### config.mk
export PLATFORM = sky130hd
export DESIGN_NAME = egf_exposure_gain_frame_ctrl
export DESIGN_NICKNAME = d
export VERILOG_FILES = /design/src/egf_pkg.sv /design/src/egf_exposure_gain_frame_ctrl.sv
export SDC_FILE = /design/constraint.sdc
export NUM_CORES = 1
export LEC_CHECK = 0
export CAP_MARGIN = 40
export CORE_MARGIN = 2
export CORE_UTILIZATION = 45
export CTS_CLUSTER_SIZE = 28
export DETAILED_ROUTE_END_ITERATION = 12
export DONT_BUFFER_PORTS = 1
export PLACE_DENSITY = 0.68
export SLEW_MARGIN = 40
export SYNTH_ARGS = -nofsm -noshare
export SYNTH_HDL_FRONTEND = slang
export SYNTH_SLANG_ARGS = --single-unit
### constraint.sdc
create_clock -name clock -period 4.1 [get_ports clock]
set_input_delay 0.82 -clock clock [delete_from_list [all_inputs] [get_ports clock]]
set_output_delay 0.82 -clock clock [all_outputs]
set_load 0.005 [all_outputs]
### src/egf_pkg.sv
/*
 * Constants, register map and carrier types for the exposure, gain and
 * frame control register bank.
 * Assumes byte-wide registers on a 16-bit register address space.
 */
package egf_pkg;

    // ------------------------------------------------------------------
    // Register map (read/write bank, table order)
    // ------------------------------------------------------------------
    localparam int NUM_RW = 46;

    localparam logic [15:0] REG_OFFSET [NUM_RW] = '{
        16'h3400, 16'h3401, 16'h3402, 16'h3403, 16'h3404, 16'h3405, 16'h3406,
        16'h3500, 16'h3501, 16'h3502, 16'h3503, 16'h3504, 16'h3505, 16'h3509,
        16'h350A, 16'h350B, 16'h3800, 16'h3801, 16'h3802, 16'h3803, 16'h3804,
        16'h3805, 16'h3806, 16'h3807, 16'h3808, 16'h3809, 16'h380A, 16'h380B,
        16'h380C, 16'h380D, 16'h380E, 16'h380F, 16'h3810, 16'h3811, 16'h3812,
        16'h3813, 16'h3814, 16'h3815, 16'h3820, 16'h3821, 16'h3837, 16'h5D00,
        16'h5D01, 16'h5F00, 16'h5F02, 16'h5F03};

    localparam logic [7:0] REG_RESET [NUM_RW] = '{
        8'h04, 8'h00, 8'h04, 8'h00, 8'h04, 8'h00, 8'h01,
        8'h00, 8'h00, 8'h00, 8'h00, 8'h00, 8'h00, 8'h10,
        8'h00, 8'h10, 8'h00, 8'h04, 8'h00, 8'h04, 8'h02,
        8'h8B, 8'h01, 8'hEB, 8'h02, 8'h80, 8'h01, 8'hE0,
        8'h03, 8'h04, 8'h02, 8'h04, 8'h00, 8'h00, 8'h00,
        8'h00, 8'h11, 8'h11, 8'h00, 8'h00, 8'h00, 8'h07,
        8'h00, 8'h18, 8'h02, 8'h00};

    // Read-only computed compensation value
    localparam logic [15:0] OFF_COMP_COMPUTED_HI = 16'h5F04;
    localparam logic [15:0] OFF_COMP_COMPUTED_LO = 16'h5F05;

    // Indices into the read/write bank
    localparam int IDX_WB_RED_HI = 0;
    localparam int IDX_WB_MANUAL = 6;
    localparam int IDX_EXPO_TOP = 7;
    localparam int IDX_EXPO_MID = 8;
    localparam int IDX_EXPO_LOW = 9;
    localparam int IDX_EXPO_GAIN_CTRL = 10;
    localparam int IDX_MAN_GAIN_HI = 11;
    localparam int IDX_MAN_GAIN_LO = 12;
    localparam int IDX_GAIN_CONVERT = 13;
    localparam int IDX_GAIN_OUT_HI = 14;
    localparam int IDX_GAIN_OUT_LO = 15;
    localparam int IDX_WINDOW_X_START_HI = 16;
    localparam int IDX_H_STEP = 36;
    localparam int IDX_V_STEP = 37;
    localparam int IDX_V_FORMAT = 38;
    localparam int IDX_H_FORMAT = 39;
    localparam int IDX_DBIN_CTRL = 40;
    localparam int IDX_ANALOG_BITS = 41;
    localparam int IDX_DIGITAL_BITS = 42;
    localparam int IDX_COMP_CTRL = 43;
    localparam int IDX_COMP_MAN_HI = 44;
    localparam int IDX_COMP_MAN_LO = 45;

    // ------------------------------------------------------------------
    // Field positions
    // ------------------------------------------------------------------
    localparam int BIT_GAIN_DELAY_OPT = 5;
    localparam int BIT_DELAY_CHOICE = 4;
    localparam int BIT_GAIN_CONVERT = 4;
    localparam int BIT_SNR_MAN_EN = 3;
    localparam int BIT_GAIN_NO_DELAY = 1;
    localparam int BIT_DITHER_EN = 4;
    localparam int BIT_COMP_BLC_ON = 3;
    localparam int BIT_COMP_BYPASS = 2;
    localparam int BIT_COMP_MAN_OPT = 1;
    localparam int BIT_COMP_MAN_EN = 0;
    localparam int BIT_VFLIP = 2;
    localparam int BIT_VBIN = 1;
    localparam int BIT_HMIRROR = 2;
    localparam int BIT_HBIN = 0;
    localparam int BIT_DBIN_EN = 0;
    localparam int BIT_DBIN_SUM = 1;

    // ------------------------------------------------------------------
    // Values
    // ------------------------------------------------------------------
    localparam logic [9:0] COMP_FIXED = 10'h200;
    localparam logic [9:0] GAIN_RESET = 10'h010;
    localparam logic [11:0] GAIN_X16_RESET = 12'h010;

    // ------------------------------------------------------------------
    // Carrier types
    // ------------------------------------------------------------------
    typedef struct packed {
        logic [15:0] xStart;
        logic [15:0] yStart;
        logic [15:0] xEnd;
        logic [15:0] yEnd;
        logic [15:0] outWidth;
        logic [15:0] outHeight;
        logic [15:0] lineLength;
        logic [15:0] frameLength;
        logic [15:0] xOffset;
        logic [15:0] yOffset;
        logic [3:0] xOddInc;
        logic [3:0] xEvenInc;
        logic [3:0] yOddInc;
        logic [3:0] yEvenInc;
        logic vFlip;
        logic vBin;
        logic hMirror;
        logic hBin;
        logic dBinEn;
        logic dBinSum;
        logic [1:0] dBinCtrl;
    } egf_frame_cfg_t;

    typedef struct packed {
        logic [15:0] exposure;
        logic [11:0] wbRed;
        logic [11:0] wbGreen;
        logic [11:0] wbBlue;
        logic wbManual;
        logic gainLinear;
        logic snrManualEn;
        logic [3:0] analogBits;
        logic [3:0] digitalBits;
    } egf_gain_cfg_t;

    typedef struct packed {
        logic ditherEn;
        logic blcOnEn;
        logic bypass;
        logic manualEn;
        logic [9:0] value;
    } egf_comp_cfg_t;

endpackage

### src/egf_exposure_gain_frame_ctrl.sv
/*
 * Exposure, gain, white-balance, compensation and framing register bank
 * with frame-boundary gain latching.
 * Assumes the serial control bus front end gives byte accesses on the
 * same clock, and that frameStart and compComputed come from logic on
 * the same clock.
 */
`timescale 1ns/1ps

module egf_exposure_gain_frame_ctrl (
    // Clock and reset
    input wire logic clock,
    input wire logic rst_n,
    // Register access from the serial control front end
    input wire logic [15:0] regAddr,
    input wire logic [7:0] regWrData,
    input wire logic regWrEn,
    input wire logic regRdEn,
    output logic [7:0] regRdData,
    output logic regRdValid,
    // Frame timing and internal status
    input wire logic frameStart,
    input wire logic [9:0] compComputed,
    // Settings to the sensor core
    output egf_pkg::egf_frame_cfg_t frameCfg,
    output egf_pkg::egf_gain_cfg_t gainCfg,
    output egf_pkg::egf_comp_cfg_t compCfg,
    output logic [9:0] appliedGain,
    output logic [11:0] gainX16,
    output logic blcKick
);

    // ------------------------------------------------------------------
    // Register storage and address decode
    // ------------------------------------------------------------------
    logic [7:0] regs_q [egf_pkg::NUM_RW];
    logic [egf_pkg::NUM_RW-1:0] hit;
    logic [7:0] selByte [egf_pkg::NUM_RW];

    // One decoder and one byte register per read/write bank address
    for (genvar i = 0; i < egf_pkg::NUM_RW; i++)
    begin : g_reg
        assign hit[i] = (regAddr == egf_pkg::REG_OFFSET[i]);
        assign selByte[i] = hit[i] ? regs_q[i] : 8'h00;
        always_ff @(posedge clock)
        begin
            if (!rst_n)
                regs_q[i] <= egf_pkg::REG_RESET[i];
            else if (regWrEn && hit[i])
                regs_q[i] <= regWrData;
        end
    end

    // ------------------------------------------------------------------
    // Read path
    // ------------------------------------------------------------------
    logic [7:0] rwByte;
    logic compHiHit;
    logic compLoHit;
    logic anyHit;
    logic [7:0] rdByte;
    logic [7:0] regRdData_q;
    logic regRdValid_q;

    // OR of the one-hot selected bytes
    always_comb
    begin
        rwByte = 8'h00;
        for (int k = 0; k < egf_pkg::NUM_RW; k++)
            rwByte = rwByte | selByte[k];
    end

    // Computed value is live, not a snapshot; unmapped addresses read zero
    assign compHiHit = (regAddr == egf_pkg::OFF_COMP_COMPUTED_HI);
    assign compLoHit = (regAddr == egf_pkg::OFF_COMP_COMPUTED_LO);
    assign anyHit = (|hit) | compHiHit | compLoHit;
    assign rdByte = compHiHit ? {6'h00, compComputed[9:8]} :
                    compLoHit ? compComputed[7:0] : rwByte;

    // Read data answers one cycle after the request and holds until the next
    always_ff @(posedge clock)
    begin
        if (!rst_n)
        begin
            regRdData_q <= 8'h00;
            regRdValid_q <= 1'b0;
        end
        else
        begin
            regRdValid_q <= regRdEn;
            if (regRdEn)
                regRdData_q <= rdByte;
        end
    end

    assign regRdData = regRdData_q;
    assign regRdValid = regRdValid_q;

    // ------------------------------------------------------------------
    // Decoded settings
    // ------------------------------------------------------------------
    logic [7:0] gainCtrl;
    logic [7:0] convCtrl;
    logic [7:0] compCtrl;
    logic [15:0] exposureVal;
    logic noDelay;
    logic convLinear;
    logic snrManEn;
    logic [9:0] srcGain;
    logic [9:0] compManVal;
    logic [9:0] compVal;
    egf_pkg::egf_frame_cfg_t frameCfg_d;
    egf_pkg::egf_gain_cfg_t gainCfg_d;
    egf_pkg::egf_comp_cfg_t compCfg_d;

    assign gainCtrl = regs_q[egf_pkg::IDX_EXPO_GAIN_CTRL];
    assign convCtrl = regs_q[egf_pkg::IDX_GAIN_CONVERT];
    assign compCtrl = regs_q[egf_pkg::IDX_COMP_CTRL];
    assign exposureVal = {regs_q[egf_pkg::IDX_EXPO_TOP][3:0],
                          regs_q[egf_pkg::IDX_EXPO_MID],
                          regs_q[egf_pkg::IDX_EXPO_LOW][7:4]};
    assign noDelay = convCtrl[egf_pkg::BIT_GAIN_NO_DELAY];
    assign convLinear = convCtrl[egf_pkg::BIT_GAIN_CONVERT];
    assign snrManEn = convCtrl[egf_pkg::BIT_SNR_MAN_EN];

    // Gain source: manual sensor gain pair or the gain output pair
    assign srcGain = snrManEn ? {regs_q[egf_pkg::IDX_MAN_GAIN_HI][1:0],
                                 regs_q[egf_pkg::IDX_MAN_GAIN_LO]}
                              : {regs_q[egf_pkg::IDX_GAIN_OUT_HI][1:0],
                                 regs_q[egf_pkg::IDX_GAIN_OUT_LO]};

    // Compensation value: manual only while manual compensation is enabled
    assign compManVal = compCtrl[egf_pkg::BIT_COMP_MAN_OPT] ?
                        {regs_q[egf_pkg::IDX_COMP_MAN_HI][1:0],
                         regs_q[egf_pkg::IDX_COMP_MAN_LO]} : egf_pkg::COMP_FIXED;
    assign compVal = compCtrl[egf_pkg::BIT_COMP_MAN_EN] ? compManVal : compComputed;

    // Window, size and timing pairs, high byte first
    assign frameCfg_d.xStart = {regs_q[16], regs_q[17]};
    assign frameCfg_d.yStart = {regs_q[18], regs_q[19]};
    assign frameCfg_d.xEnd = {regs_q[20], regs_q[21]};
    assign frameCfg_d.yEnd = {regs_q[22], regs_q[23]};
    assign frameCfg_d.outWidth = {regs_q[24], regs_q[25]};
    assign frameCfg_d.outHeight = {regs_q[26], regs_q[27]};
    assign frameCfg_d.lineLength = {regs_q[28], regs_q[29]};
    assign frameCfg_d.frameLength = {regs_q[30], regs_q[31]};
    assign frameCfg_d.xOffset = {regs_q[32], regs_q[33]};
    assign frameCfg_d.yOffset = {regs_q[34], regs_q[35]};
    assign frameCfg_d.xOddInc = regs_q[egf_pkg::IDX_H_STEP][7:4];
    assign frameCfg_d.xEvenInc = regs_q[egf_pkg::IDX_H_STEP][3:0];
    assign frameCfg_d.yOddInc = regs_q[egf_pkg::IDX_V_STEP][7:4];
    assign frameCfg_d.yEvenInc = regs_q[egf_pkg::IDX_V_STEP][3:0];
    assign frameCfg_d.vFlip = regs_q[egf_pkg::IDX_V_FORMAT][egf_pkg::BIT_VFLIP];
    assign frameCfg_d.vBin = regs_q[egf_pkg::IDX_V_FORMAT][egf_pkg::BIT_VBIN];
    assign frameCfg_d.hMirror = regs_q[egf_pkg::IDX_H_FORMAT][egf_pkg::BIT_HMIRROR];
    assign frameCfg_d.hBin = regs_q[egf_pkg::IDX_H_FORMAT][egf_pkg::BIT_HBIN];
    assign frameCfg_d.dBinEn = regs_q[egf_pkg::IDX_DBIN_CTRL][egf_pkg::BIT_DBIN_EN];
    assign frameCfg_d.dBinSum = regs_q[egf_pkg::IDX_DBIN_CTRL][egf_pkg::BIT_DBIN_SUM];
    assign frameCfg_d.dBinCtrl = regs_q[egf_pkg::IDX_DBIN_CTRL][3:2];

    // Exposure, balance and gain format settings
    assign gainCfg_d.exposure = exposureVal;
    assign gainCfg_d.wbRed = {regs_q[0][3:0], regs_q[1]};
    assign gainCfg_d.wbGreen = {regs_q[2][3:0], regs_q[3]};
    assign gainCfg_d.wbBlue = {regs_q[4][3:0], regs_q[5]};
    assign gainCfg_d.wbManual = regs_q[egf_pkg::IDX_WB_MANUAL][0];
    assign gainCfg_d.gainLinear = convLinear;
    assign gainCfg_d.snrManualEn = snrManEn;
    assign gainCfg_d.analogBits = regs_q[egf_pkg::IDX_ANALOG_BITS][3:0];
    assign gainCfg_d.digitalBits = regs_q[egf_pkg::IDX_DIGITAL_BITS][3:0];

    // Compensation enables, each active high
    assign compCfg_d.ditherEn = compCtrl[egf_pkg::BIT_DITHER_EN];
    assign compCfg_d.blcOnEn = compCtrl[egf_pkg::BIT_COMP_BLC_ON];
    assign compCfg_d.bypass = compCtrl[egf_pkg::BIT_COMP_BYPASS];
    assign compCfg_d.manualEn = compCtrl[egf_pkg::BIT_COMP_MAN_EN];
    assign compCfg_d.value = compVal;

    // ------------------------------------------------------------------
    // Frame-boundary gain latching
    // ------------------------------------------------------------------
    logic expWrite;
    logic expChanged_d;
    logic expChanged_q;
    logic useNext;
    logic [9:0] stage_q;
    logic [9:0] appliedGain_q;
    logic gainOutWrite;

    assign expWrite = regWrEn && (hit[egf_pkg::IDX_EXPO_TOP] || hit[egf_pkg::IDX_EXPO_MID]
                                  || hit[egf_pkg::IDX_EXPO_LOW]);
    // A write landing on the frame start still counts for the next frame
    assign expChanged_d = expWrite | (expChanged_q & ~frameStart);
    // Exposure-unchanged governs when chosen; otherwise the delay option bit
    assign useNext = gainCtrl[egf_pkg::BIT_DELAY_CHOICE] ?
                     ~(expChanged_q | expWrite) : gainCtrl[egf_pkg::BIT_GAIN_DELAY_OPT];
    assign gainOutWrite = regWrEn && (hit[egf_pkg::IDX_GAIN_OUT_HI]
                                      || hit[egf_pkg::IDX_GAIN_OUT_LO]);

    // Two-stage pipe: stage holds the value captured at the previous start
    always_ff @(posedge clock)
    begin
        if (!rst_n)
        begin
            expChanged_q <= 1'b0;
            stage_q <= egf_pkg::GAIN_RESET;
            appliedGain_q <= egf_pkg::GAIN_RESET;
        end
        else
        begin
            expChanged_q <= expChanged_d;
            if (frameStart)
                stage_q <= srcGain;
            if (noDelay)
                appliedGain_q <= srcGain;
            else if (frameStart)
                appliedGain_q <= useNext ? srcGain : stage_q;
        end
    end

    // ------------------------------------------------------------------
    // Gain factor in sixteenths
    // ------------------------------------------------------------------
    logic [2:0] doubleCount;
    logic [11:0] sensorBase;
    logic [11:0] gainX16_d;

    // Each set bit of 7..4 doubles the gain
    assign doubleCount = 3'(appliedGain_q[7]) + 3'(appliedGain_q[6])
                       + 3'(appliedGain_q[5]) + 3'(appliedGain_q[4]);
    assign sensorBase = {7'h00, 1'b1, appliedGain_q[3:0]};
    assign gainX16_d = convLinear ? {2'b00, appliedGain_q}
                                  : (sensorBase << doubleCount);

    // ------------------------------------------------------------------
    // Output registers
    // ------------------------------------------------------------------
    egf_pkg::egf_frame_cfg_t frameCfg_q;
    egf_pkg::egf_gain_cfg_t gainCfg_q;
    egf_pkg::egf_comp_cfg_t compCfg_q;
    logic [11:0] gainX16_q;
    logic blcKick_q;

    // Settings follow the bank one cycle later so every output is a flop
    always_ff @(posedge clock)
    begin
        if (!rst_n)
        begin
            frameCfg_q <= '0;
            gainCfg_q <= '0;
            compCfg_q <= '0;
            gainX16_q <= egf_pkg::GAIN_X16_RESET;
            blcKick_q <= 1'b0;
        end
        else
        begin
            frameCfg_q <= frameCfg_d;
            gainCfg_q <= gainCfg_d;
            compCfg_q <= compCfg_d;
            gainX16_q <= gainX16_d;
            blcKick_q <= gainOutWrite && !snrManEn;
        end
    end

    assign frameCfg = frameCfg_q;
    assign gainCfg = gainCfg_q;
    assign compCfg = compCfg_q;
    assign appliedGain = appliedGain_q;
    assign gainX16 = gainX16_q;
    assign blcKick = blcKick_q;
endmodule // egf_exposure_gain_frame_ctrl

==> impl_metrics.sql, run 1 <==
INSERT INTO impl_metrics (metric_group, metric, value, unit) VALUES
('clock_tree', 'cts_setup_buffers', '0', ''),
('power', 'switchingPower', '3.36', 'mW'),
('routing', 'routedWlPerCell', '33.3', 'um'),
('routing', 'vias', '18900', ''),
('routing', 'drt_pre_antenna_iters', '7', ''),
('synthesis', 'synth_fp_nets', '2279', ''),
('timing', 'final_period_minus_worst_setup_slack', '2.87', 'ns'),
('synthesis', 'yosysSeqAreaShare', '64.7', '%'),
('critical_path', 'path_max_fanout', '10', ''),
('synthesis', 'leading_cell_types_by_count_after_synthesis', '368 x edfxtp_1, 352 x and2_1, 304 x dfxtp_1', ''),
('grt', 'grtUsageMet1', '44.3', '%'),
('clock_tree', 'cts.clk_slew.worst_paths', '0.06', 'ns'),
('synthesis', 'synthesis.instances', '2237', ''),
('cells_and_area', 'nets', '2245', ''),
('placed_design', 'hpwlAfterDp', '71700', 'um'),
('critical_path', 'timing.critical_path.arrival', '3.13', 'ns'),
('clock_tree', 'cts-htree-levels', '3', ''),
('floorplanning', 'fp.dieArea', '60800', 'sq um'),
('clock_tree', 'cts_hold_buf', '0', ''),
('cells_and_area', 'synthToLayoutAreaGrowth', '12.0', '%'),
('clock_tree', 'tritoncts.num_buffers', '71', ''),
('synthesis', 'post-synth-top-count-cell', 'edfxtp_1', ''),
('critical_path', 'worstSetupStartpointType', 'input pin', ''),
('grt', 'grt.overflow.total', '0', ''),
('timing', 'fin_skew', '0.0275', 'ns'),
('placed_design', 'detailedPlace.worstSlack', '0.623', 'ns'),
('routing', 'via_per_inst', '6.23', ''),
('outcome', 'run_status', 'completed', ''),
('power', 'leakage_power', '11.6', 'nW'),
('routing', 'drt-initial-drc-count', '2558', ''),
('routing', 'totalWireLength', '101000', 'um'),
('power', 'portion_of_total_power_attributed_to_sequential_cells', '53.7', '%'),
('grt', 'met2_usage', '52.1', '%'),
('synthesis', 'synth.top_cell.area_share', '41.7', '%'),
('clock_tree', 'clk_latency', '0.63', 'ns'),
('clock_tree', 'cts.sink_count', '672', ''),
('floorplanning', 'num_io_pins', '332', ''),
('cells_and_area', 'final_core_occ', '51.2', '%'),
('floorplanning', 'initial_standard_cell_utilization_of_the_core', '45.7', '%'),
('grt', 'top_usage_layer', 'met2', ''),
('timing', 'timing.setup.tns', '0', 'ns'),
('synthesis', 'synthesis.area_per_instance', '11.8', 'sq um'),
('clock_tree', 'clk_path_buf_depth', '3', ''),
('timing', 'actual_slew_at_the_worst_max_slew_pin', '1.08', 'ns'),
('synthesis', 'post_synth_num_cell_types', '74', ''),
('critical_path', 'kind_of_capture_point_of_the_worst_setup_path', 'register', ''),
('synthesis', 'ys_dominant_reg_cell', 'edfxtp_1', ''),
('grt', 'grt_start_max_net_pins', '357', ''),
('synthesis', 'yosys_warnings', '0', ''),
('placed_design', 'detailed_place.area', '27400', 'sq um'),
('timing', 'maxClockFrequency', '348', 'MHz'),
('flow_run', 'number_of_maximum_capacitance_violations', '0', ''),
('clock_tree', 'tritoncts_clock_tree', 'yes', ''),
('routing', 'final_antenna_net_count', '0', ''),
('timing', 'finalWorstSetupSlack', '1.23', 'ns'),
('power', 'pwr-share-clk', '42.7', '%'),
('clock_tree', 'clock-root-buffer', 'clkbuf_16', ''),
('routing', 'drc_errors', '0', ''),
('power', 'power_density', '487', 'nW/um^2'),
('placed_design', 'place.gp.congestion', '0.981', ''),
('floorplanning', 'die_width', '247', 'um'),
('cells_and_area', 'final_layout_size_suffix_gt1_share', '10.4', '%'),
('critical_path', 'critPathRequiredTime', '4.36', 'ns'),
('worst_hold_path', 'timing.hold.worst.class', 'input pin to register', ''),
('synthesis', 'synth_enable_flop_cells', '368', ''),
('power', 'p_int', '11.1', 'mW'),
('grt', 'gr_layer_usage_met3', '6.25', '%'),
('cells_and_area', 'area_of_all_placed_cells_without_fillers', '29700', 'sq um'),
('timing', 'maxSlewHeadroom', '27.7', '%'),
('placed_design', 'port_buffers', '0', ''),
('grt', 'global_route_wire_length_before_repair', '140000', 'um');
==> stage by stage <==
| stage | power, mW | cells |
|---|---|---|
| after global placement | 8.41 | 2895 |
| after detailed placement | 8.41 | 2895 |
| after CTS | 14.5 | 3027 |
| final | 14.5 | 3030 |
| after floorplan | 8.15 | 2237 |
| after global routing | 14.8 | 3027 |
==> final cells by class <==
type,instances,area [sq um]
Fill cell,4997,28300
Tap cell,765,957
Antenna cell,3,7.51
Timing Repair Buffer,87,657
Sequential cell,672,17100
Clock inverter,29,228
Inverter,8,30.0
Multi-Input combinational cell,1363,8640
Clock buffer,103,2010
==> cells by family (layout without fill, tap and decap cells) <==
kind of cell               count (synthesis)  after routing  synth area share, %
and+or+nand+nor                         1064           1064                 23.4
DFF                                      672            672                 64.7
AOI/OAI and AO/OA                        267            267                 7.49
buffers and inverters                    202            227                 2.95
muxes                                     29             29                 1.27
adders and majority gates                  3              3                0.170
other                                      0              3                    0
==> registers in the layout, indices dropped and copies added, names as in the netlist <==
register      cells
stage_q          10
regRdData         8
regRdValid        1
gainCfg          63
compCfg          14
frameCfg        184
regs_q          368
gainX16          12
blcKick           1
expChanged_q      1
appliedGain      10
==> final timing paths <==
| check | startpoint | endpoint | slack [ns] | depth (start not counted) |
|---|---|---|---|---|
| setup reg to reg | appliedGain[5] | gainX16[7] | 1.52 | 8 |
| setup / recovery | regAddr[5] | regs_q[0][60] | 1.23 | 5 |
| hold / removal | regRdEn | regRdValid | 0.32 | 1 |
| hold reg to reg | regs_q[1][123] | frameCfg[59] | 0.47 | 1 |
==> power groups by stage <==
stage          sequential [mW]  combinational (mW)  clock, mW
2_1_floorplan             7.70               0.451          0
3_3_place_gp              7.91               0.500          0
3_5_place_dp              7.90               0.507          0
4_1_cts                   7.77               0.511       6.24
5_1_grt                   7.78               0.559       6.50
6_report                  7.77               0.519       6.17
==> layout by cell type, fill, tap and decap left out, types with 10 or more instances in the layout <==
master,n
a21boi_0,12
a21oi_1,27
a221oi_1,16
a22o_1,14
a22oi_1,94
a32oi_1,12
and2_1,351
and3_1,260
buf_4,86
clkbuf_1,22
clkbuf_16,73
clkinv_2,11
dfxtp_1,304
edfxtp_1,368
mux2i_1,19
nand2_1,171
nand2b_1,25
nand3_1,34
nand4_1,28
nor2_1,67
nor2b_1,24
nor3_1,19
nor4_1,10
o211ai_1,10
o21ai_0,24
or3_1,15
==> critical path: stages <==
cell     delay (ns)
or4_1          0.81
nor4_1         0.47
and2_1         0.59
nand2_1        0.12
nand2_1        0.30
==> metal layers <==
| metal | share of wire, % | up-vias |
|---|---|---|
| met5 | 0.022 | - |
| li1 | - | 8007 |
| met1 | 40 | 9415 |
| met3 | 9.8 | 202 |
| met2 | 46 | 1238 |
| met4 | 4.4 | 4 |
No activity file was read; power rests on OpenSTA's default activity.
==> inputs of run 2 (changes only) <==
--- a/config.mk
+++ b/config.mk
@@ -11,7 +11,7 @@
 export CTS_CLUSTER_SIZE = 28
 export DETAILED_ROUTE_END_ITERATION = 12
 export DONT_BUFFER_PORTS = 1
-export PLACE_DENSITY = 0.68
+export PLACE_DENSITY = 0.7
 export SLEW_MARGIN = 40
 export SYNTH_ARGS = -nofsm -noshare
 export SYNTH_HDL_FRONTEND = slang
==> constraint.sdc (replaced) <==
create_clock -name clock -period 2.6 [get_ports clock]
set_input_delay 0.52 -clock clock [delete_from_list [all_inputs] [get_ports clock]]
set_output_delay 0.52 -clock clock [all_outputs]
set_load 0.005 [all_outputs]
==> impl_metrics.sql, run 2 (synthesized netlist as in run 1, its figures left out) <==
INSERT INTO impl_metrics (metric_group, metric, value, unit) VALUES
('grt', 'antenna_violations_before_repair', '3', ''),
('timing', 'period_share', '92.0', '%'),
('power', 'finalPower', '23.6', 'mW'),
('floorplanning', 'fp.dieArea', '60800', 'sq um'),
('timing', 'hold_viol_final', '0', ''),
('clock_tree', 'cts.clk_slew.worst_paths', '0.06', 'ns'),
('routing', 'drc_errors', '0', ''),
('critical_path', 'timing.setup.critical_path_class', 'register to register', ''),
('flow_run', 'number_of_maximum_capacitance_violations', '0', ''),
('critical_path', 'critPathRequiredTime', '3.10', 'ns'),
('power', 'power_density', '742', 'nW/um^2'),
('clock_tree', 'tritoncts_clock_tree', 'yes', ''),
('critical_path', 'rr_worst_depth', '8', ''),
('clock_tree', 'clock-root-buffer', 'clkbuf_16', ''),
('grt', 'grt_start_max_net_pins', '357', ''),
('placed_design', 'place.gp.congestion', '1.04', ''),
('routing', 'via_per_inst', '6.01', ''),
('power', 'power.ir.vdd_worst', '0.000508', 'V'),
('critical_path', 'kind_of_capture_point_of_the_worst_setup_path', 'register', ''),
('routing', 'vias', '19500', ''),
('cells_and_area', 'top_library_cells_by_usage_in_the_layout_fill_and_taps_aside', '368 x edfxtp_1, 351 x and2_1, 304 x dfxtp_1', ''),
('floorplanning', 'initial_standard_cell_utilization_of_the_core', '45.7', '%'),
('timing', 'maxSlewHeadroom', '48.1', '%'),
('floorplanning', 'rows', '88', ''),
('clock_tree', 'cts.sink_count', '672', ''),
('clock_tree', 'cts_setup_buffers', '0', ''),
('placed_design', 'hpwlAfterDp', '73100', 'um'),
('floorplanning', 'design.core.area', '57900', 'sq um'),
('cells_and_area', 'largest_reg_flops', '368', ''),
('clock_tree', 'clk_path_buf_depth', '3', ''),
('timing', 'drv_slew', '0', ''),
('cells_and_area', 'final_core_occ', '54.9', '%'),
('timing', 'setup-violations-final', '0', ''),
('outcome', 'run_status', 'completed', ''),
('routing', 'drt_pre_antenna_iters', '7', ''),
('cells_and_area', 'top_register', 'regs_q', ''),
('cells_and_area', 'nets', '2467', ''),
('timing', 'actual_slew_at_the_worst_max_slew_pin', '0.778', 'ns'),
('floorplanning', 'num_io_pins', '332', ''),
('routing', 'final_antenna_net_count', '0', ''),
('timing', 'fin_skew', '0.0332', 'ns'),
('critical_path', 'path_max_fanout', '9', ''),
('routing', 'totalWireLength', '102000', 'um'),
('grt', 'overall_routing_resource_usage', '33.2', '%'),
('timing', 'maxClockFrequency', '418', 'MHz'),
('routing', 'drt-initial-drc-count', '2276', ''),
('clock_tree', 'clk_latency', '0.64', 'ns'),
('power', 'leakage_power', '12.9', 'nW'),
('worst_hold_path', 'timing.hold.worst.class', 'input pin to register', ''),
('floorplanning', 'die_width', '247', 'um'),
('cells_and_area', 'synthToLayoutAreaGrowth', '20.1', '%'),
('timing', 'final_period_minus_worst_setup_slack', '2.39', 'ns'),
('clock_tree', 'cts-htree-levels', '3', ''),
('grt', 'grt.overflow.total', '0', ''),
('clock_tree', 'tritoncts.num_buffers', '70', ''),
('worst_hold_path', 'worst_hold_path.num_cells', '1', ''),
('grt', 'global_route_wire_length_before_repair', '142000', 'um'),
('routing', 'routedWlPerCell', '31.3', 'um'),
('timing', 'setup_repair_after_global_routing_missed_its_margin', 'false', ''),
('floorplanning', 'die_h', '247', 'um'),
('cells_and_area', 'final_layout_size_suffix_gt1_share', '18.8', '%'),
('placed_design', 'port_buffers', '0', ''),
('grt', 'vias_in_the_first_global_route', '19100', ''),
('critical_path', 'timing.critical_path.arrival', '2.89', 'ns'),
('cells_and_area', 'most_common_library_cell_in_the_layout_ignoring_fill_and_taps', 'edfxtp_1', ''),
('timing', 'timing.setup.tns', '0', 'ns'),
('critical_path', 'worstSetupStartpointType', 'register', '');
run 2: area by class of cell:
| type | count | area (sq um) |
|---|---|---|
| diodes | 4 | 10.0 |
| clock buffers | 97 | 2090 |
| clock inverters | 31 | 319 |
| fillers | 4927 | 26100 |
| inverters | 8 | 30.0 |
| multi-input cells | 1363 | 8630 |
| flip-flops and latches | 672 | 17100 |
| well taps | 765 | 957 |
| repair buffers | 310 | 2650 |
run 2: routing by layer:
metal | up-vias | global-route usage (%) | wire length (um) | share of wire [%]
li1 | 8444 | - | - | -
met1 | 9651 | 43.0 | 39600 | 39
met2 | 1193 | 52.9 | 47300 | 46
met3 | 228 | 7.06 | 9710 | 9.5
met4 | 2 | 16.5 | 5170 | 5.1
met5 | - | 0 | 13 | 0.013
run 2: path summary, 6_finish.rpt:
path	slack, ns	from	endpoint
worst max register to register	0.21	appliedGain[4]	gainX16[7]
worst min register to register	0.48	stage_q[7]	stage_q[7]
worst min-delay path	0.04	rst_n	compCfg[7]
worst max-delay path	0.21	appliedGain[4]	gainX16[7]
run 2: critical path, cell delays in order, from the launching register on:
cell and delay, ns:
dfxtp_1 0.33, fa_1 0.47, ha_1 0.19, ha_2 0.41, mux2i_1 0.26, mux2i_1 0.17
a21oi_1 0.17, o21ai_0 0.10, and2_1 0.19
run 2: what timing repair did:
action | in CTS | in global routing
endpoints found under the hold margin | 1 | 1
hold buffers | 1 | 1
endpoints found under the setup margin | 0 | 1
resized for setup | 0 | 1
run 2: metrics by stage:
step           instance area [sq um]  cells  hold WS, ns  setup WS, ns
2_1_floorplan                  26500   2237        0.438       -0.0945
3_3_place_gp                   29400   3116        0.459        -0.850
3_5_place_dp                   29400   3116        0.464        -0.302
4_1_cts                        31800   3245      0.00437         0.149
5_1_grt                        31800   3247       0.0343        0.0321
6_report                       31800   3250       0.0360         0.207
run 2: power by group:
group	leakage [nW]	switching [mW]	internal, mW	total (mW)
combinational	5.70	0.558	0.419	0.977
sequential	6.04	0.480	11.7	12.2
clock	1.19	4.32	6.10	10.4
